**src/fcr_pkg.sv**
```systemverilog
package fcr_pkg;
  // fault slots, lowest slot wins when several arrive together
  typedef enum int {
    F_OC1, F_OC2, F_PWR, F_THERMO, F_UVPWR, F_UVLOG, F_OFS, F_TNORSP,
    F_POVF, F_ZERO, F_CRC, F_READ, F_AMPL, F_FREQ, F_FOLL, F_VEL,
    F_ENA, F_MOTT, F_LIM, F_DUP, F_FUSE, F_JMP, F_LINE, F_REG, F_STK,
    F_CFGA, F_CFGB, F_NFLT
  } fcr_flt_e;
  // fault indication pins, each passes a two-stage synchroniser
  typedef enum int {
    P_THERMO, P_UVPWR, P_UVLOG, P_TNORSP, P_POVF, P_ZERO, P_CRC,
    P_READ, P_AMPL, P_FREQ, P_FUSE, P_NPIN
  } fcr_pin_e;
  localparam logic [7:0] FLT_CODE [F_NFLT] = '{
    8'h02, 8'h03, 8'h04, 8'h05, 8'h07, 8'h08, 8'h0A, 8'h0D, 8'h10,
    8'h11, 8'h12, 8'h13, 8'h14, 8'h15, 8'h17, 8'h18, 8'h1A, 8'h1D,
    8'h1E, 8'h21, 8'h23, 8'h24, 8'h25, 8'h26, 8'h27, 8'h28, 8'h29};
  // register byte addresses
  localparam logic [7:0] A_CODE = 8'h00;
  localparam logic [7:0] A_CTRL = 8'h04;
  localparam logic [7:0] A_ARM  = 8'h08;
  localparam logic [7:0] A_STAT = 8'h0C;
  localparam logic [7:0] A_OCTH = 8'h10;
  localparam logic [7:0] A_PWRL = 8'h14;
  localparam logic [7:0] A_MAXI = 8'h18;
  localparam logic [7:0] A_FOLL = 8'h1C;
  localparam logic [7:0] A_VELL = 8'h20;
  localparam logic [7:0] A_LIMC = 8'h24;
  localparam logic [7:0] A_ENAC = 8'h28;
  localparam logic [7:0] A_IFNC = 8'h2C;
  localparam logic [7:0] A_CSEL = 8'h30;
  localparam logic [7:0] A_CEDG = 8'h34;
  localparam logic [7:0] A_CFGA = 8'h38;
  localparam logic [7:0] A_CFGB = 8'h3C;
  localparam logic [7:0] A_CPOS = 8'h40;
  // field positions
  localparam int CTRL_CLR_BIT = 0;
  localparam int STAT_ERR_BIT = 26;
  localparam int STAT_CAP_BIT = 30;
  localparam int LIMC_EN_BIT  = 0;
  localparam int IFNC_EN_BIT  = 3;
  localparam int CEDG_FALL_BIT = 0;
  localparam logic [31:0] ARM_VALUE = 32'h00000001;
  // reset values
  localparam logic [7:0]  RST_CODE = 8'h00;
  localparam logic [15:0] RST_OCTH = 16'hFFFF;
  localparam logic [31:0] RST_PWRL = 32'hFFFFFFFF;
  localparam logic [15:0] RST_MAXI = 16'hFFFF;
  localparam logic [31:0] RST_FOLL = 32'hFFFFFFFF;
  localparam logic [31:0] RST_VELL = 32'hFFFFFFFF;
  localparam logic [7:0]  RST_LIMC = 8'h00;
  localparam logic [7:0]  RST_ENAC = 8'h01;
  localparam logic [7:0]  RST_IFNC = 8'h00;
  localparam logic [7:0]  RST_CSEL = 8'h00;
  localparam logic [7:0]  RST_CEDG = 8'h00;
  localparam logic [7:0]  RST_CFG  = 8'h00;
  // limits
  localparam logic [23:0] OFS_PCT  = 24'h000008;
  localparam logic [23:0] PCT_FULL = 24'h000064;
  localparam logic [15:0] JUMP_MAX = 16'h01FF;
  localparam logic [15:0] LINE_MAX = 16'h1FFE;
  localparam logic [8:0]  STK_DEPTH = 9'h100;
endpackage

```
**src/fcr_top.sv**
```systemverilog
// Operation
// - status bit 30 sets when the selected input edge captures position.
// - writing one to the capture arm register clears the capture flag.
// - fault code register reads 0 to 255, zero after reset.
// - phase one overcurrent gives code 2, phase two gives code 3.
// - power integral above its limit gives code 4.
// - board thermostat hot gives code 5, silent sensor gives 13.
// - power supply undervoltage gives 7, logic supply low gives 8.
// - current offset above 8 percent of max current gives code 10.
// - encoder serial CRC error gives 18, read failure gives 19.
// - encoder position overflow gives 16, zero not found gives 17.
// - low encoder amplitude gives 20, excess input frequency gives 21.
// - absolute following error above its limit gives code 23.
// - absolute velocity above its limit gives code 24.
// - power on with enable input low and check config zero gives 26.
// - selected motor over-temperature input active gives code 29.
// - limit switch hit while moving, not in searches, gives 30.
// - duplicate sequence label gives code 33.
// - encoder supply fuse failure gives code 35.
// - jump or call target label above 511 gives code 36.
// - executing a sequence line above 8190 gives code 37.
// - register index over maximum gives 38, stack past 256 gives 39.
// - invalid first checked config gives 40, second gives 41.
// - status bit 26 shows error mode while a code is pending.
//
// The placing of the registers and the APB interface to the registers were chosen for this implementation.
module fcr_top #(
  parameter logic [15:0] JMAX  = fcr_pkg::JUMP_MAX,
  parameter logic [15:0] LMAX  = fcr_pkg::LINE_MAX,
  parameter logic [15:0] RMAX  = 16'h00FF,
  parameter logic [8:0]  SDEP  = fcr_pkg::STK_DEPTH,
  parameter logic [7:0]  CAMAX = 8'h03,
  parameter logic [7:0]  CBMAX = 8'h03
) (
  input  wire logic        REF_CLK,
  input  wire logic        RST_B,
  input  wire logic        PSEL,
  input  wire logic        PENABLE,
  input  wire logic        PWRITE,
  input  wire logic [7:0]  PADDR,
  input  wire logic [31:0] PWDATA,
  output logic      [31:0] PRDATA,
  output logic             PREADY,
  output logic             PSLVERR,
  input  wire logic [7:0]  DIG_IN,
  input  wire logic [1:0]  LIMIT_SW,
  input  wire logic [fcr_pkg::P_NPIN-1:0] FAULT_PIN,
  input  wire logic [15:0] PHASE1_CURRENT,
  input  wire logic [15:0] PHASE2_CURRENT,
  input  wire logic [31:0] POWER_INTEGRAL,
  input  wire logic [15:0] CURRENT_OFFSET,
  input  wire logic [31:0] FOLLOW_ERR,
  input  wire logic [31:0] VELOCITY,
  input  wire logic [31:0] POSITION,
  input  wire logic        POWER_ON_REQ,
  input  wire logic        MOVING,
  input  wire logic        INDEX_SEARCH,
  input  wire logic        LIMIT_SEARCH,
  input  wire logic        LABEL_DUP,
  input  wire logic        JUMP_VALID,
  input  wire logic [15:0] JUMP_LABEL,
  input  wire logic        EXEC_VALID,
  input  wire logic [15:0] EXEC_LINE,
  input  wire logic        REG_ACCESS,
  input  wire logic [15:0] REG_INDEX,
  input  wire logic        STACK_PUSH,
  input  wire logic        STACK_POP,
  output logic      [7:0]  FAULT_CODE,
  output logic             ERROR_MODE,
  output logic             CAPTURE_DONE
);
  localparam int NS = fcr_pkg::P_NPIN + 10;
  localparam int NF = fcr_pkg::F_NFLT;

  logic [NS-1:0] sync1_q;
  logic [NS-1:0] sync2_q;
  logic [fcr_pkg::P_NPIN-1:0] fpin;
  logic [7:0]    din;
  logic [1:0]    lim;
  logic [15:0]   oc_thr_q;
  logic [31:0]   pwr_lim_q;
  logic [15:0]   max_cur_q;
  logic [31:0]   fol_lim_q;
  logic [31:0]   vel_lim_q;
  logic [7:0]    lim_cfg_q;
  logic [7:0]    ena_chk_q;
  logic [7:0]    ifn_cfg_q;
  logic [7:0]    cap_sel_q;
  logic [7:0]    cap_edg_q;
  logic [7:0]    cfg_a_q;
  logic [7:0]    cfg_b_q;
  logic [7:0]    code_q;
  logic [8:0]    depth_q;
  logic          cap_q;
  logic          cap_prev_q;
  logic [1:0]    warm_q;
  logic [31:0]   cap_pos_q;
  logic [31:0]   prdata_q;
  logic          slverr_q;
  logic [NF-1:0] flt;
  logic [7:0]    first_code;
  logic          any_flt;
  logic          wr_en;
  logic          clr_wr;
  logic          arm_wr;
  logic          cap_src;
  logic          cap_edge;
  logic [31:0]   rd_mux;
  logic          rd_hit;
  logic [15:0]   abs1;
  logic [15:0]   abs2;
  logic [15:0]   abs_ofs;
  logic [31:0]   abs_fol;
  logic [31:0]   abs_vel;
  logic [23:0]   ofs_scaled;
  logic [23:0]   ofs_limit;

  function automatic logic [15:0] abs16(input logic [15:0] v);
    return v[15] ? 16'(-v) : v;
  endfunction

  function automatic logic [31:0] abs32(input logic [31:0] v);
    return v[31] ? 32'(-v) : v;
  endfunction

  // every pin passes two flops; only the second stage is read
  always_ff @(posedge REF_CLK or negedge RST_B) begin
    if (!RST_B) begin
      sync1_q <= '0;
      sync2_q <= '0;
    end else begin
      sync1_q <= {LIMIT_SW, DIG_IN, FAULT_PIN};
      sync2_q <= sync1_q;
    end
  end

  assign fpin = sync2_q[fcr_pkg::P_NPIN-1:0];
  assign din  = sync2_q[fcr_pkg::P_NPIN+7:fcr_pkg::P_NPIN];
  assign lim  = sync2_q[NS-1:NS-2];

  // apb strobes; zero wait states, writes land in the access cycle
  assign wr_en  = PSEL & PENABLE & PWRITE;
  assign clr_wr = wr_en & (PADDR == fcr_pkg::A_CTRL)
                  & PWDATA[fcr_pkg::CTRL_CLR_BIT];
  assign arm_wr = wr_en & (PADDR == fcr_pkg::A_ARM)
                  & (PWDATA == fcr_pkg::ARM_VALUE);
  assign PREADY  = 1'b1;
  assign PRDATA  = prdata_q;
  assign PSLVERR = slverr_q & PSEL & PENABLE;

  // configuration registers written by software
  always_ff @(posedge REF_CLK or negedge RST_B) begin
    if (!RST_B) begin
      oc_thr_q  <= fcr_pkg::RST_OCTH;
      pwr_lim_q <= fcr_pkg::RST_PWRL;
      max_cur_q <= fcr_pkg::RST_MAXI;
      fol_lim_q <= fcr_pkg::RST_FOLL;
      vel_lim_q <= fcr_pkg::RST_VELL;
      lim_cfg_q <= fcr_pkg::RST_LIMC;
      ena_chk_q <= fcr_pkg::RST_ENAC;
      ifn_cfg_q <= fcr_pkg::RST_IFNC;
      cap_sel_q <= fcr_pkg::RST_CSEL;
      cap_edg_q <= fcr_pkg::RST_CEDG;
      cfg_a_q   <= fcr_pkg::RST_CFG;
      cfg_b_q   <= fcr_pkg::RST_CFG;
    end else if (wr_en) begin
      case (PADDR)
        fcr_pkg::A_OCTH: oc_thr_q  <= PWDATA[15:0];
        fcr_pkg::A_PWRL: pwr_lim_q <= PWDATA;
        fcr_pkg::A_MAXI: max_cur_q <= PWDATA[15:0];
        fcr_pkg::A_FOLL: fol_lim_q <= PWDATA;
        fcr_pkg::A_VELL: vel_lim_q <= PWDATA;
        fcr_pkg::A_LIMC: lim_cfg_q <= PWDATA[7:0];
        fcr_pkg::A_ENAC: ena_chk_q <= PWDATA[7:0];
        fcr_pkg::A_IFNC: ifn_cfg_q <= PWDATA[7:0];
        fcr_pkg::A_CSEL: cap_sel_q <= PWDATA[7:0];
        fcr_pkg::A_CEDG: cap_edg_q <= PWDATA[7:0];
        fcr_pkg::A_CFGA: cfg_a_q   <= PWDATA[7:0];
        fcr_pkg::A_CFGB: cfg_b_q   <= PWDATA[7:0];
        default: ;
      endcase
    end
  end

  // read mux; unmapped offsets answer with slave error
  always_comb begin
    rd_mux = '0;
    rd_hit = 1'b1;
    case (PADDR)
      fcr_pkg::A_CODE: rd_mux[7:0] = code_q;
      fcr_pkg::A_CTRL: rd_mux = '0;
      fcr_pkg::A_ARM:  rd_mux = '0;
      fcr_pkg::A_STAT: begin
        rd_mux[fcr_pkg::STAT_ERR_BIT] = (code_q != '0);
        rd_mux[fcr_pkg::STAT_CAP_BIT] = cap_q;
      end
      fcr_pkg::A_OCTH: rd_mux[15:0] = oc_thr_q;
      fcr_pkg::A_PWRL: rd_mux = pwr_lim_q;
      fcr_pkg::A_MAXI: rd_mux[15:0] = max_cur_q;
      fcr_pkg::A_FOLL: rd_mux = fol_lim_q;
      fcr_pkg::A_VELL: rd_mux = vel_lim_q;
      fcr_pkg::A_LIMC: rd_mux[7:0] = lim_cfg_q;
      fcr_pkg::A_ENAC: rd_mux[7:0] = ena_chk_q;
      fcr_pkg::A_IFNC: rd_mux[7:0] = ifn_cfg_q;
      fcr_pkg::A_CSEL: rd_mux[7:0] = cap_sel_q;
      fcr_pkg::A_CEDG: rd_mux[7:0] = cap_edg_q;
      fcr_pkg::A_CFGA: rd_mux[7:0] = cfg_a_q;
      fcr_pkg::A_CFGB: rd_mux[7:0] = cfg_b_q;
      fcr_pkg::A_CPOS: rd_mux = cap_pos_q;
      default: rd_hit = 1'b0;
    endcase
  end

  // read data is sampled in the setup cycle so it leaves a flop
  always_ff @(posedge REF_CLK or negedge RST_B) begin
    if (!RST_B) begin
      prdata_q <= '0;
      slverr_q <= 1'b0;
    end else if (PSEL & ~PENABLE) begin
      prdata_q <= PWRITE ? '0 : rd_mux;
      slverr_q <= ~rd_hit;
    end
  end

  // magnitudes: a negative reading trips the same limit as a positive one
  assign abs1       = abs16(PHASE1_CURRENT);
  assign abs2       = abs16(PHASE2_CURRENT);
  assign abs_ofs    = abs16(CURRENT_OFFSET);
  assign abs_fol    = abs32(FOLLOW_ERR);
  assign abs_vel    = abs32(VELOCITY);
  // offset*100 > max*8 avoids a divider
  assign ofs_scaled = {8'h00, abs_ofs} * fcr_pkg::PCT_FULL;
  assign ofs_limit  = {8'h00, max_cur_q} * fcr_pkg::OFS_PCT;

  // fault detection, one term per slot
  always_comb begin
    flt = '0;
    flt[fcr_pkg::F_OC1]    = abs1 > oc_thr_q;
    flt[fcr_pkg::F_OC2]    = abs2 > oc_thr_q;
    flt[fcr_pkg::F_PWR]    = POWER_INTEGRAL > pwr_lim_q;
    flt[fcr_pkg::F_THERMO] = fpin[fcr_pkg::P_THERMO];
    flt[fcr_pkg::F_TNORSP] = fpin[fcr_pkg::P_TNORSP];
    flt[fcr_pkg::F_UVPWR]  = fpin[fcr_pkg::P_UVPWR];
    flt[fcr_pkg::F_UVLOG]  = fpin[fcr_pkg::P_UVLOG];
    flt[fcr_pkg::F_OFS]    = ofs_scaled > ofs_limit;
    flt[fcr_pkg::F_CRC]    = fpin[fcr_pkg::P_CRC];
    flt[fcr_pkg::F_READ]   = fpin[fcr_pkg::P_READ];
    flt[fcr_pkg::F_POVF]   = fpin[fcr_pkg::P_POVF];
    flt[fcr_pkg::F_ZERO]   = fpin[fcr_pkg::P_ZERO];
    flt[fcr_pkg::F_AMPL]   = fpin[fcr_pkg::P_AMPL];
    flt[fcr_pkg::F_FREQ]   = fpin[fcr_pkg::P_FREQ];
    flt[fcr_pkg::F_FOLL]   = abs_fol > fol_lim_q;
    flt[fcr_pkg::F_VEL]    = abs_vel > vel_lim_q;
    flt[fcr_pkg::F_ENA]    = POWER_ON_REQ & ~din[0]
                             & (ena_chk_q == '0);
    flt[fcr_pkg::F_MOTT]   = ifn_cfg_q[fcr_pkg::IFNC_EN_BIT]
                             & din[ifn_cfg_q[2:0]];
    flt[fcr_pkg::F_LIM]    = lim_cfg_q[fcr_pkg::LIMC_EN_BIT] & MOVING
                             & ~INDEX_SEARCH & ~LIMIT_SEARCH
                             & (|lim);
    flt[fcr_pkg::F_DUP]    = LABEL_DUP;
    flt[fcr_pkg::F_FUSE]   = fpin[fcr_pkg::P_FUSE];
    flt[fcr_pkg::F_JMP]    = JUMP_VALID & (JUMP_LABEL > JMAX);
    flt[fcr_pkg::F_LINE]   = EXEC_VALID & (EXEC_LINE > LMAX);
    flt[fcr_pkg::F_REG]    = REG_ACCESS & (REG_INDEX > RMAX);
    flt[fcr_pkg::F_STK]    = STACK_PUSH & ~STACK_POP
                             & (depth_q == SDEP);
    flt[fcr_pkg::F_CFGA]   = cfg_a_q > CAMAX;
    flt[fcr_pkg::F_CFGB]   = cfg_b_q > CBMAX;
  end

  // lowest slot wins so simultaneous faults report the smallest code
  always_comb begin
    first_code = '0;
    for (int i = NF - 1; i >= 0; i--) begin
      if (flt[i]) begin
        first_code = fcr_pkg::FLT_CODE[i];
      end
    end
  end

  assign any_flt = |flt;

  // call stack depth; an overflowing push is refused, not counted
  always_ff @(posedge REF_CLK or negedge RST_B) begin
    if (!RST_B) begin
      depth_q <= '0;
    end else if (STACK_PUSH & ~STACK_POP & (depth_q != SDEP)) begin
      depth_q <= depth_q + 9'h001;
    end else if (STACK_POP & ~STACK_PUSH & (depth_q != '0)) begin
      depth_q <= depth_q - 9'h001;
    end
  end

  // first code holds; a fault in the clear cycle re-latches at once
  always_ff @(posedge REF_CLK or negedge RST_B) begin
    if (!RST_B) begin
      code_q <= fcr_pkg::RST_CODE;
    end else if ((code_q == '0) | clr_wr) begin
      code_q <= any_flt ? first_code : '0;
    end
  end

  // capture waits until both sync stages and the previous-value flop hold
  // real samples, so a pin already high at reset does not look like an edge
  always_ff @(posedge REF_CLK or negedge RST_B) begin
    if (!RST_B) begin
      warm_q <= '0;
    end else if (warm_q != '1) begin
      warm_q <= warm_q + 2'h1;
    end
  end

  // position capture on the chosen edge of the chosen input
  assign cap_src  = din[cap_sel_q[2:0]];
  assign cap_edge = (&warm_q)
                    & (cap_edg_q[fcr_pkg::CEDG_FALL_BIT]
                       ? (cap_prev_q & ~cap_src)
                       : (~cap_prev_q & cap_src));

  // flag set beats the rearm write so no edge is lost
  always_ff @(posedge REF_CLK or negedge RST_B) begin
    if (!RST_B) begin
      cap_prev_q <= 1'b0;
      cap_q      <= 1'b0;
      cap_pos_q  <= '0;
    end else begin
      cap_prev_q <= cap_src;
      if (cap_edge) begin
        cap_q <= 1'b1;
      end else if (arm_wr) begin
        cap_q <= 1'b0;
      end
      if (cap_edge & (~cap_q | arm_wr)) begin
        cap_pos_q <= POSITION;
      end
    end
  end

  assign FAULT_CODE   = code_q;
  assign ERROR_MODE   = (code_q != '0);
  assign CAPTURE_DONE = cap_q;
endmodule

```
**config.mk**
```make
export PLATFORM = sky130hd
export DESIGN_NAME = fcr_top
export DESIGN_NICKNAME = d
export VERILOG_FILES = /design/src/fcr_pkg.sv /design/src/fcr_top.sv
export SDC_FILE = /design/constraint.sdc
export NUM_CORES = 1
export LEC_CHECK = 0
export BUFFER_PORTS_ARGS = -buffer_cell sky130_fd_sc_hd__clkbuf_2
export CAP_MARGIN = 5
export CORE_AREA = 4 4 250 252
export CTS_CLUSTER_DIAMETER = 60
export DETAILED_ROUTE_END_ITERATION = 12
export DIE_AREA = 0 0 254 256
export PLACE_DENSITY = 0.62
export SLEW_MARGIN = 20
export SYNTH_ARGS = -nofsm -noshare
export SYNTH_HDL_FRONTEND = slang
export SYNTH_SLANG_ARGS = --single-unit
```
**constraint.sdc**
```tcl
create_clock -name REF_CLK -period 4.1 [get_ports REF_CLK]
set_input_delay 0 -clock REF_CLK [delete_from_list [all_inputs] [get_ports REF_CLK]]
set_output_delay 0 -clock REF_CLK [all_outputs]
set_load 0.05 [all_outputs]
```
* Word-level counts from Yosys, hierarchy flattened
Cells that the tools add are included.
** Operators by class
- $add $sub $neg :: 8
- $mul :: 1
- Div/mod/pow operators :: 0
- $lt $le $gt $ge :: 13
- Equality and inequality tests :: 20
- Shift-type cells :: 0
- Muxes and demuxes :: 51
- Bitwise operators :: 40
- Reductions and logical operators :: 23
** Operator list (number)
- $mux 8 :: 27
- $pmux 8 s14 :: 1
- $gt 32x32->1 :: 3
- $mux 32 :: 3
- $eq 8x6->1 const B :: 8
- $neg 32->32 :: 2
- $mux 16 :: 3
- $neg 16->16 :: 3
- $pmux 8 s6 :: 1
- $pmux 10 s4 :: 1
- $eq 32x1->1 const B :: 1
- $eq 8x5->1 const B :: 4
- $gt 16x16->1 :: 2
- $and 1x1->1 :: 28
- $reduce_or 27->1 :: 1
- $reduce_and 2->1 :: 13
- $logic_not 8->1 :: 3
- $gt 23x19->1 :: 1
- $mul 16x5->21 const B :: 1
- $mux 9 :: 2
- $reduce_or 17->1 :: 1
- $eq 8x4->1 const B :: 2
- $gt 16x13->1 const B :: 1
- $gt 16x8->1 const B :: 1
- 23 further kinds :: 43
** Word-level totals
- Bits in registers :: 312
- Bits in latches :: 0
- RAM bits :: 0
- Bits in read-only memories :: 0
- Bits of input ports :: 300
- Output and inout port bits :: 44
- Logic and storage cells :: 178
- Memories :: 0

* Logic depth before layout (Yosys ltp)
Gate-level depths: netlist of the first run.
- Word-level depth :: 29
- Mapped depth :: 28
- Mapped depth without buffers :: 27

* Least setup slack after synthesis of the first run
Ideal clock, no wire load.
- Kind :: input port to flip-flop
- From :: in CURRENT_OFFSET[2]
- To :: reg code_q[0], in the netlist FAULT_CODE[0]
- Setup time :: 0.133 ns
- Data arrival time :: 5.397 ns
- Data required time :: 3.967 ns
- Setup slack :: -1.430 ns
- Stages on the path :: 25
- Path buffers :: 1
- Cells stage by stage :: clkbuf_1 -> nor3_1 -> nor3b_1 -> nand2_1 -> o41ai_1 -> xor2_1 -> inv_1 -> ha_1 -> ha_1 -> inv_1 -> fa_1 -> inv_1 -> ha_1 -> nand2_1 -> a211oi_1 -> a21oi_1 -> xnor2_1 -> ha_1 -> and4_1 -> nand2_1 -> o41ai_1 -> nand4_1 -> nand3b_1 -> o31ai_2 -> o31ai_1
** Between the ends
- Cells in the longest elaborated chain, start to end :: 12
- Elaborated cells between the ends (all ways) :: 13
- Classes of those cells :: add/sub (1); mul (1); order compare (1); mux (9); reduce/logical (1)
** Ends and longest elaborated chain
- from (decl) :: RTL line fcr_top.sv:51 : input wire logic [15:0] CURRENT_OFFSET,
- $neg 16->16 :: RTL line fcr_top.sv:119 : return v[15] ? 16'(-v) : v;
- $mux 16 * :: RTL line fcr_top.sv:119
- $mul 16x5->21 * :: RTL line fcr_top.sv:232 : assign ofs_scaled = {8'h00, abs_ofs} * fcr_pkg::PCT_FULL;
- $gt 23x19->1 * :: RTL line fcr_top.sv:245 : flt[fcr_pkg::F_OFS] = ofs_scaled > ofs_limit;
- $mux 8 (7 in series) :: RTL line fcr_top.sv:276 : if (flt[i]) begin
- $mux 8 * :: RTL line fcr_top.sv:300 : code_q <= any_flt ? first_code : '0;
- to (signal assigned) :: RTL line fcr_top.sv:298 : code_q <= fcr_pkg::RST_CODE;
- to (signal assigned) :: RTL line fcr_top.sv:300
- to (decl) :: RTL line fcr_top.sv:92 : logic [7:0] code_q;
Mark *: on every way between the ends. The rest lies on a longest branch, timed or not.
A chain may end at the register's enable or synchronous reset.

* Worst setup path after layout of the first run
- From :: in CURRENT_OFFSET[3]
- To :: reg code_q[2], in the netlist FAULT_CODE[2]
Same word-level chain as after synthesis.

==> run metrics, run 1 <==
final wirelength=71.61 mm; DIE WIDTH=254 µm; nets=3171; gpl congestion=0.9125; area share of the largest cell type after synthesis=21.73%; Critical-path top delay cell=fa_1; CP Launch Type=input pin; Via density=5.363; non-filler cells in the finished layout=3461; cell count after synthesis=2052; skew final=20.97 ps; clk_lat worst skew=560 ps; first-pass GRT wire length=109.5 mm; hpwl dp=56.85 mm; post-synthesis register bit count=310; clk slew on worst S/H paths=60 ps; Seq. cell area=7919 µm²; post-route ant nets=0; asr flop ratio synth=100.0%; Seq/Total Area, Yosys=38.00%; Largest stage delay, worst path=490 ps; fmax=208.3 MHz; Slew HR=36.89%; WP data arrival=5230 ps; post-synth top area cell=dfrtp_1; max_cap viols=0; Worst Tran Pin Value=943.2 ps; top post-synthesis cells by count=ha_1, mux2_2, inv_1; clock root buffer=clkbuf_16; # DRC=0; Total Power=10.42 mW; post-route cell area=27400 µm²; initial antenna violation count=2; vias in the first global route=19.26k; Worst Path Max Fanout=5; Routed WL per cell=20.69 µm; Vias=18.56k; Reg power frac=31.7%; initial core utilization=34.66%; Core Area=60130 µm²; top-count cell post-synth=ha_1; PwrDens=380.4 nW/µm²; Min Hold Slack=68.93 ps; Num CTS Buffers=38; largest net degree at the start of global routing=117; Static Leakage=12.59 nW; H-tree depth=2; GRT overflow=0; ratio of cells with drive above 1 in the final layout=37.63%; failing checks=negative setup slack; Die H=256 µm; worst min path class=input pin to flip-flop; type of the worst setup path=input pin to flip-flop; Ports=344; Syn. warnings=0; Multi-input gate area=12300 µm²; Tcrit/Tclk final=117.1%; sw power=3.341 mW; die area=65020 µm²; clk buf depth=3; status=finished with violations; Setup crit end kind=flip-flop; TNS Setup=-4099 ps; ys flop type=dfrtp_1; Sw Share=32.06%; mean area per synthesized cell=10.16 µm²; Worst Setup Slack, final=-701.9 ps; Final Setup Violations=6; IO buf count=323; area grow syn2layout=31.46%; diode count=0; FILL cells=5706; # rows=90; CTS tree=yes; distinct cell type count after synthesis=78; Clk network pwr share=33.4%; placed inst area=24820 µm²; synth top area cells=dfrtp_1, dfstp_2, ha_1; number of synthesized flops with an enable pin=0; Gate power share=34.9%; WP data required=4520 ps; GRT Total Usage=21.40%; clock sink count=310; peak supply drop=0.2526 mV; CP most frequent cell=buf_4; RSZ-0062 raised after global routing=yes; Int Power=7.081 mW; Final Slew Violations=0; minimum clock period=4802 ps; DRT Pass-1 Iters=5; Hold Violations, Final=0; violation count after the first detailed-route iteration=1289; Post-Syn Area=20840 µm²; placed cells=3285
-- logic make-up (layout without fill, tap and decap cells) --
logic type | count (synthesis) | in the layout | share of synthesized area (%)
other cells | 2 | 3 | 0.03604
xor+xnor | 127 | 127 | 5.337
compound gates | 448 | 448 | 15.05
simple gates | 463 | 463 | 11.23
buf+inv | 265 | 891 | 4.839
fa+ha+maj | 221 | 221 | 13.66
flops | 310 | 310 | 38.00
mux | 216 | 216 | 11.85
-- state kept, by name (all words and copies together), names as in the netlist, 21 cells and up --
register   cells
PRDATA        32
sync2_q       21
cap_pos_q     32
vel_lim_q     32
sync1_q       21
fol_lim_q     32
pwr_lim_q     32
-- worst paths after layout --
check | startpoint | end | slack, ps | cells after the start
max in group asynchronous | RST_B | oc_thr_q[0] | 2830 | 3
max reg2reg | depth_q[0] | depth_q[8] | 290 | 14
min | PWDATA[0] | fol_lim_q[0] | 70 | 2
min reg2reg | sync1_q[15] | sync2_q[15] | 340 | 0
max | CURRENT_OFFSET[3] | FAULT_CODE[2] | -700 | 28
min in group asynchronous | RST_B | PRDATA[23] | 120 | 2
-- final cells by class --
class | instances | share of cell area [%]
Tap cell | 782 | 3.571
Clock buffer | 53 | 3.937
Inverter | 197 | 2.699
Clock inverter | 16 | 0.7627
Timing Repair Buffer | 625 | 15.23
Multi-Input combinational cell | 1478 | 44.89
Sequential cell | 310 | 28.90
-- through the flow --
stage | setup WS (ps) | util, %
after floorplan | -916.0 | -
after global placement | -1189 | 41.28
after detailed placement | -1392 | 41.28
after CTS | -704.5 | 45.42
after global routing | -1039 | 45.56
final | -701.9 | 45.56
-- routing by layer --
metal | part of all wire (%) | GRT usage (%) | wire [µm]
met5 | 0.036 | 0 | 26
met4 | 2.4 | 5.059 | 1711
met3 | 5.2 | 3.313 | 3726
met2 | 49 | 37.38 | 35110
met1 | 43 | 27.82 | 31040
-- what timing repair did --
item	in CTS	in global routing
pin swaps	47	8
setup endpoints to repair	6	7
gates resized for setup	34	17
buffers inserted	11	2
hold buffers	95	0
hold endpoints to repair	259	0
-- cell usage in the layout, fill, tap and decap left out, types with 18 or more instances in the layout --
master	n
clkbuf_2	320
mux2_2	205
buf_4	205
ha_1	198
inv_1	191
dfrtp_1	181
nand2_1	159
dfstp_2	129
xnor2_1	111
dlygate4sd3_1	95
o21ai_0	93
a21oi_1	70
nor2_1	62
a22oi_1	44
nand3_1	43
nand4_1	41
clkbuf_16	39
a22o_1	34
a221oi_1	31
nor4_1	30
o31ai_1	30
nor3_1	19
or4_1	18
-- critical path, delay by kind of cell --
kind / cells / cell delay [ps]
AOI/OAI and AO/OA: 8 / 1400
and+or+nand+nor: 7 / 1230
adders and majority gates: 5 / 1660
buffers and inverters: 6 / 670
xor gates and xnor gates: 2 / 250
-- power by group through the flow --
stage / clock network (mW) / registers [mW] / logic [mW]
4_1_cts: 3.55 / 3.31 / 3.54
5_1_grt: 3.68 / 3.32 / 4.02
6_report: 3.48 / 3.31 / 3.64
3_3_place_gp: 0 / 3.35 / 3.13
2_1_floorplan: 0 / 3.35 / 1.98
3_5_place_dp: 0 / 3.36 / 3.25
Note: power is estimated with default switching activity, not from simulation.
==> inputs of run 2 (changes only) <==
--- a/config.mk
+++ b/config.mk
@@ -11,7 +11,7 @@
 export CTS_CLUSTER_DIAMETER = 60
 export DETAILED_ROUTE_END_ITERATION = 12
 export DIE_AREA = 0 0 254 256
-export PLACE_DENSITY = 0.62
+export PLACE_DENSITY = 0.56
 export SLEW_MARGIN = 20
 export SYNTH_ARGS = -nofsm -noshare
 export SYNTH_HDL_FRONTEND = slang
==> run 2 against run 1 <==
Effect of this change:
- the run still ends with negative setup slack left
- via count down 0.85%
- global-route usage up 0.19 points
- setup slack worse by 3.3 ps
- core utilization up 0.18 points
- clock skew up 4.1 ps
- critical path type unchanged
- die area unchanged
- highest routed layer unchanged
==> run metrics, run 2 (synthesis gave the netlist of run 1 again) <==
IO buf count=323 (unchanged); # rows=90 (unchanged); Setup crit end kind=flip-flop; # DRC=0 (unchanged); Via density=5.302 (-1.1%); crit path buf inv count=6 (unchanged); WP data required=4530 ps (about the same); die area=65020 µm² (unchanged); Gate power share=34.8% (about the same); ratio of cells with drive above 1 in the final layout=37.91% (+0.28 points); Ports=344 (unchanged); max_cap viols=0 (unchanged); Core Area=60130 µm² (unchanged); Reg power frac=31.5% (-0.2 points); Worst Path Max Fanout=4 (-1); first-pass GRT wire length=110.1 mm (+0.56%); FF-to-FF Start=depth_q[0]; Setup crit start=CURRENT_OFFSET[4]; CP Launch Type=input pin; Slew HR=28.61% (-8.3 points); Largest stage delay, worst path=490 ps (about the same); Worst Tran Pin Value=1061 ps (+117.9 ps); type of the worst setup path=input pin to flip-flop; Vias=18.40k (-0.85%); Sw Share=32.07% (about the same); H-tree depth=2 (unchanged); commonest non-fill, non-tap cell in the layout=clkbuf_2; clock root buffer=clkbuf_16; area grow syn2layout=31.98%; nets=3177 (+0.19%); post-route cell area=27510 µm² (+0.40%); clk_lat worst skew=570 ps (about the same); Hold Violations, Final=0 (unchanged); violation count after the first detailed-route iteration=1102 (-15%); Num CTS Buffers=41 (+7.9%); worst min path class=input pin to async pin; skew final=25.11 ps (+4.148 ps); initial core utilization=34.66% (unchanged); CTS tree=yes; largest net degree at the start of global routing=99 (-15%); TNS Setup=-4068 ps (+30.45 ps); placed inst area=24840 µm² (about the same); vias in the first global route=19.36k (+0.51%); post-route ant nets=0 (unchanged); minimum clock period=4805 ps (+3.330 ps); fmax=208.1 MHz (about the same); hpwl dp=56.87 mm (about the same); RSZ-0062 raised after global routing=yes; delay-heaviest family, CP=compound AO/OA/AOI/OAI gates; gpl congestion=0.9089 (-0.39%); PwrDens=381.3 nW/µm² (+0.24%); final wirelength=71.69 mm (+0.12%); Final Slew Violations=0 (unchanged); placed cells=3288 (+0.091%); DRT Pass-1 Iters=5 (unchanged); clk slew on worst S/H paths=60 ps (about the same); GRT overflow=0 (unchanged); failing checks=negative setup slack; status=finished with violations; Total Power=10.49 mW (+0.64%); Clk network pwr share=33.7% (+0.3 points); Die H=256 µm (unchanged); Int Power=7.124 mW (+0.61%); DIE WIDTH=254 µm (unchanged); WP data arrival=5240 ps (about the same); most frequent cells in the layout=clkbuf_2, buf_4, mux2_2, ha_1, inv_1; non-filler cells in the finished layout=3471 (+0.29%); initial antenna violation count=3 (+1); Routed WL per cell=20.65 µm (-0.17%); CP most frequent cell=ha_1; Tcrit/Tclk final=117.2% (about the same); clock sink count=310 (unchanged); Final Setup Violations=6 (unchanged); sw power=3.364 mW (+0.70%); Static Leakage=12.67 nW (+0.67%); Worst Setup Slack, final=-705.2 ps (-3.330 ps); Min Hold Slack=47.78 ps (-21.15 ps); post-layout utilization of the core=45.74% (+0.18 points); Critical-path top delay cell=fa_1; dpl ws=-1373 ps (+18.83 ps); peak supply drop=0.2465 mV (-2.4%); clk buf depth=3 (unchanged); GRT Total Usage=21.59% (+0.19 points)
run 2: repair_timing:
action	in CTS	in global routing
setup endpoints to repair	6	7
resized for setup	33	18
pin swaps	36	11
hold buffers	93	0
buffers inserted	11	3
hold endpoints to repair	292	0
run 2: worst paths after layout:
kind                                       to  slack (ps)  cells past startpoint
max in group asynchronous         oc_thr_q[5]        2950                      3
worst min-delay path            cap_pos_q[21]          50                      2
worst max-delay path            FAULT_CODE[2]        -710                     28
min in group REF_CLK             CAPTURE_DONE          50                      5
worst max register to register     depth_q[8]         320                     14
worst min register to register     sync2_q[0]         350                      0
run 2: power groups by stage:
stage               Combinational [mW]  Clock (mW)  Sequential (mW)
floorplan                         1.98           0             3.35
global placement                  3.18           0             3.35
detailed placement                3.30           0             3.35
CTS                               3.59        3.62             3.30
global route                      4.08        3.75             3.32
finish                            3.65        3.53             3.31
run 2: metal layers:
metal,vias to the layer above,share of wire (%),GRT usage [%]
met4,2,3.0,6.340
met2,514,49,37.19
met1,9041,42,27.70
met5,-,0.0098,0
li1,8740,-,-
met3,107,5.8,3.821
run 2: layout make-up:
class | count | area (µm²)
multi-input cells | 1478 | 12320
well taps | 782 | 978.4
clock buffers | 64 | 1265
repair buffers | 628 | 4192
inverters | 197 | 739.5
fillers | 5771 | 32630
clock inverters | 11 | 88.84
flip-flops and latches | 310 | 7919
diodes | 1 | 2.502
==> inputs of run 3 (changes only) <==
--- a/config.mk
+++ b/config.mk
@@ -12,6 +12,7 @@
 export DETAILED_ROUTE_END_ITERATION = 12
 export DIE_AREA = 0 0 254 256
 export PLACE_DENSITY = 0.56
+export SETUP_SLACK_MARGIN = 0.3
 export SLEW_MARGIN = 20
 export SYNTH_ARGS = -nofsm -noshare
 export SYNTH_HDL_FRONTEND = slang
==> constraint.sdc (replaced) <==
create_clock -name REF_CLK -period 4.1 [get_ports REF_CLK]
set_input_delay 1.025 -clock REF_CLK [delete_from_list [all_inputs] [get_ports REF_CLK]]
set_output_delay 1.025 -clock REF_CLK [all_outputs]
set_load 0.05 [all_outputs]
==> run 3 against run 2 <==
Effect of this change:
- routed wire length is 0.77% higher
- setup slack worse by 930 ps
- global-route usage hardly changed
- core utilization is 0.46 points lower
- critical path type unchanged
- design area is 1.0% lower
- combinational power hardly changed
- die area stayed put
- the flow still finishes with violations (negative setup slack)
- clock skew is 14 ps lower
- hold slack better by 290 ps
==> run metrics, run 3 (synthesis gave the netlist of run 1 again) <==
status=finished with violations; failing checks=negative setup slack; Num CTS Buffers=40 (-2.4%); die area=65020 µm² (unchanged); gpl congestion=0.9389 (+3.3%); Gate power share=35.3% (+0.5 points); IO buf count=323 (unchanged); nets=3178 (+0.031%); CP Launch Type=input pin; ratio of cells with drive above 1 in the final layout=41.06% (+3.1 points); commonest non-fill, non-tap cell in the layout=clkbuf_2; Largest stage delay, worst path=370 ps (-120 ps); RSZ-0062 raised after global routing=yes; clock root buffer=clkbuf_16; peak supply drop=0.2322 mV (-5.8%); max_cap viols=0 (unchanged); most frequent cells in the layout=clkbuf_2, buf_4, mux2_2, ha_1, inv_1; skew final=11.17 ps (-13.95 ps); clk slew on worst S/H paths=60 ps (about the same); FILL cells=5753 (-0.31%); H-tree depth=2 (unchanged); worst min path class=flip-flop to flip-flop; Critical-path top delay cell=a211o_1; hpwl dp=58.11 mm (+2.2%); PwrDens=383.5 nW/µm² (+0.57%); GRT Total Usage=21.56% (-0.034 points); Tcrit/Tclk final=139.9% (+23 points); Core Area=60130 µm² (unchanged); Ports=344 (unchanged); first-pass GRT wire length=110.4 mm (+0.31%); Worst Tran Pin Value=948.4 ps (-112.7 ps); Clk network pwr share=33.1% (-0.6 points); Sw Share=32.69% (+0.62 points); DRT Pass-1 Iters=5 (unchanged); Final Slew Violations=0 (unchanged); violation count after the first detailed-route iteration=1249 (+13%); # DRC=0 (unchanged); worst r2r path cells=12 (-2); clk_lat worst skew=550 ps (-20 ps); Final Setup Violations=6 (unchanged); post-route ant nets=0 (unchanged); placed cells=3379 (+2.8%); Total Power=10.44 mW (-0.45%); largest net degree at the start of global routing=111 (+12%); minimum clock period=5735 ps (+930.1 ps); fmax=174.4 MHz (-16%); Reg power frac=31.6% (about the same); Worst Setup Slack, final=-1635 ps (-930.1 ps); type of the worst setup path=input pin to flip-flop; initial core utilization=34.66% (unchanged); Hold Path Stages=0; CTS tree=yes; CP most frequent cell=ha_1; Worst Path Max Fanout=4 (unchanged); area grow syn2layout=30.64%; WP data arrival=6160 ps (+920 ps); Slew HR=36.19% (+7.6 points); Static Leakage=12.70 nW (+0.18%); Routed WL per cell=20.81 µm (+0.74%); initial antenna violation count=1 (-2); clk buf depth=3 (unchanged); clock sink count=310 (unchanged); non-filler cells in the finished layout=3472 (+0.029%); vias in the first global route=19.07k (-1.5%); sw power=3.414 mW (+1.5%); GRT overflow=0 (unchanged); Int Power=7.027 mW (-1.4%); Hold Violations, Final=0 (unchanged); WP data required=4530 ps (about the same); Setup crit end kind=flip-flop; Vias=18.56k (+0.84%); final wirelength=72.24 mm (+0.77%); Via density=5.345 (+0.81%); Die H=256 µm (unchanged); # rows=90 (unchanged); DIE WIDTH=254 µm (unchanged)
[run 3: changes by cell type in the layout (fill, tap and decap cells not counted), moves of 3 or more]
cell	change
clkinv_8	+3
clkbuf_8	-9
buf_4	+95
dlygate4sd3_1	-93
[run 3: area by class of cell]
class	instances	area, µm²	share of cell area, %
multi-input cells	1478	12300	45.18
flip-flops and latches	310	7919	29.09
diodes	1	2.502	0.009191
clock buffers	56	1124	4.127
inverters	197	739.5	2.716
clock inverters	18	181.4	0.6664
repair buffers	630	3980	14.62
well taps	782	978.4	3.594
[run 3: critical path: cells and delay by family]
kind / cells / cell delay (ps)
fa+ha+maj: 6 / 1710
xor+xnor: 3 / 480
compound gates: 8 / 1810
buf+inv: 4 / 430
simple gates: 4 / 710
[run 3: layer usage]
metal	track usage (%)	vias up	part of all wire [%]
met4	4.785	0	2.4
li1	-	8751	-
met1	28.44	9195	43
met3	3.048	101	5.0
met2	37.53	512	49
met5	0	-	0
[run 3: stage by stage]
step / hold slack, ps / area (µm²) / setup WS [ps] / setup TNS (ps) / util [%]
6_report: 340.7 / 27230 / -1635 / -9749 / 45.28
3_5_place_dp: 337.8 / 25520 / -2332 / -13710 / 42.44
2_1_floorplan: 331.2 / 20990 / -1941 / -11400 / -
5_1_grt: 353.6 / 27230 / -1996 / -11900 / 45.28
4_1_cts: 344.8 / 27080 / -1639 / -9680 / 45.03
3_3_place_gp: 332.8 / 25520 / -2236 / -13150 / 42.44
[run 3: final timing paths]
kind                                   start             to  slack (ps)
setup / recovery           CURRENT_OFFSET[0]  FAULT_CODE[1]       -1640
hold / removal                   sync1_q[17]    sync2_q[17]         340
max in group asynchronous              RST_B   max_cur_q[1]        2580
setup reg to reg                fol_lim_q[7]  FAULT_CODE[0]         590
min in group asynchronous              RST_B  cap_pos_q[17]         510
hold reg to reg                  sync1_q[17]    sync2_q[17]         340
[run 3: power groups by stage]
stage | Sequential [mW] | Clock, mW | Combinational, mW
finish | 3.30 | 3.45 | 3.68
global route | 3.32 | 3.66 | 4.12
CTS | 3.30 | 3.53 | 3.50
detailed placement | 3.35 | 0 | 3.31
global placement | 3.35 | 0 | 3.21
floorplan | 3.35 | 0 | 1.98
[run 3: timing repair]
item                                    in CTS  in global routing
pin swaps                                   24                 17
buffers inserted                            13                  5
hold endpoints to repair                     0                  0
resized for setup                           28                 22
hold buffers                                 0                  0
endpoints found under the setup margin       6                  6
cloned                                       0                  0
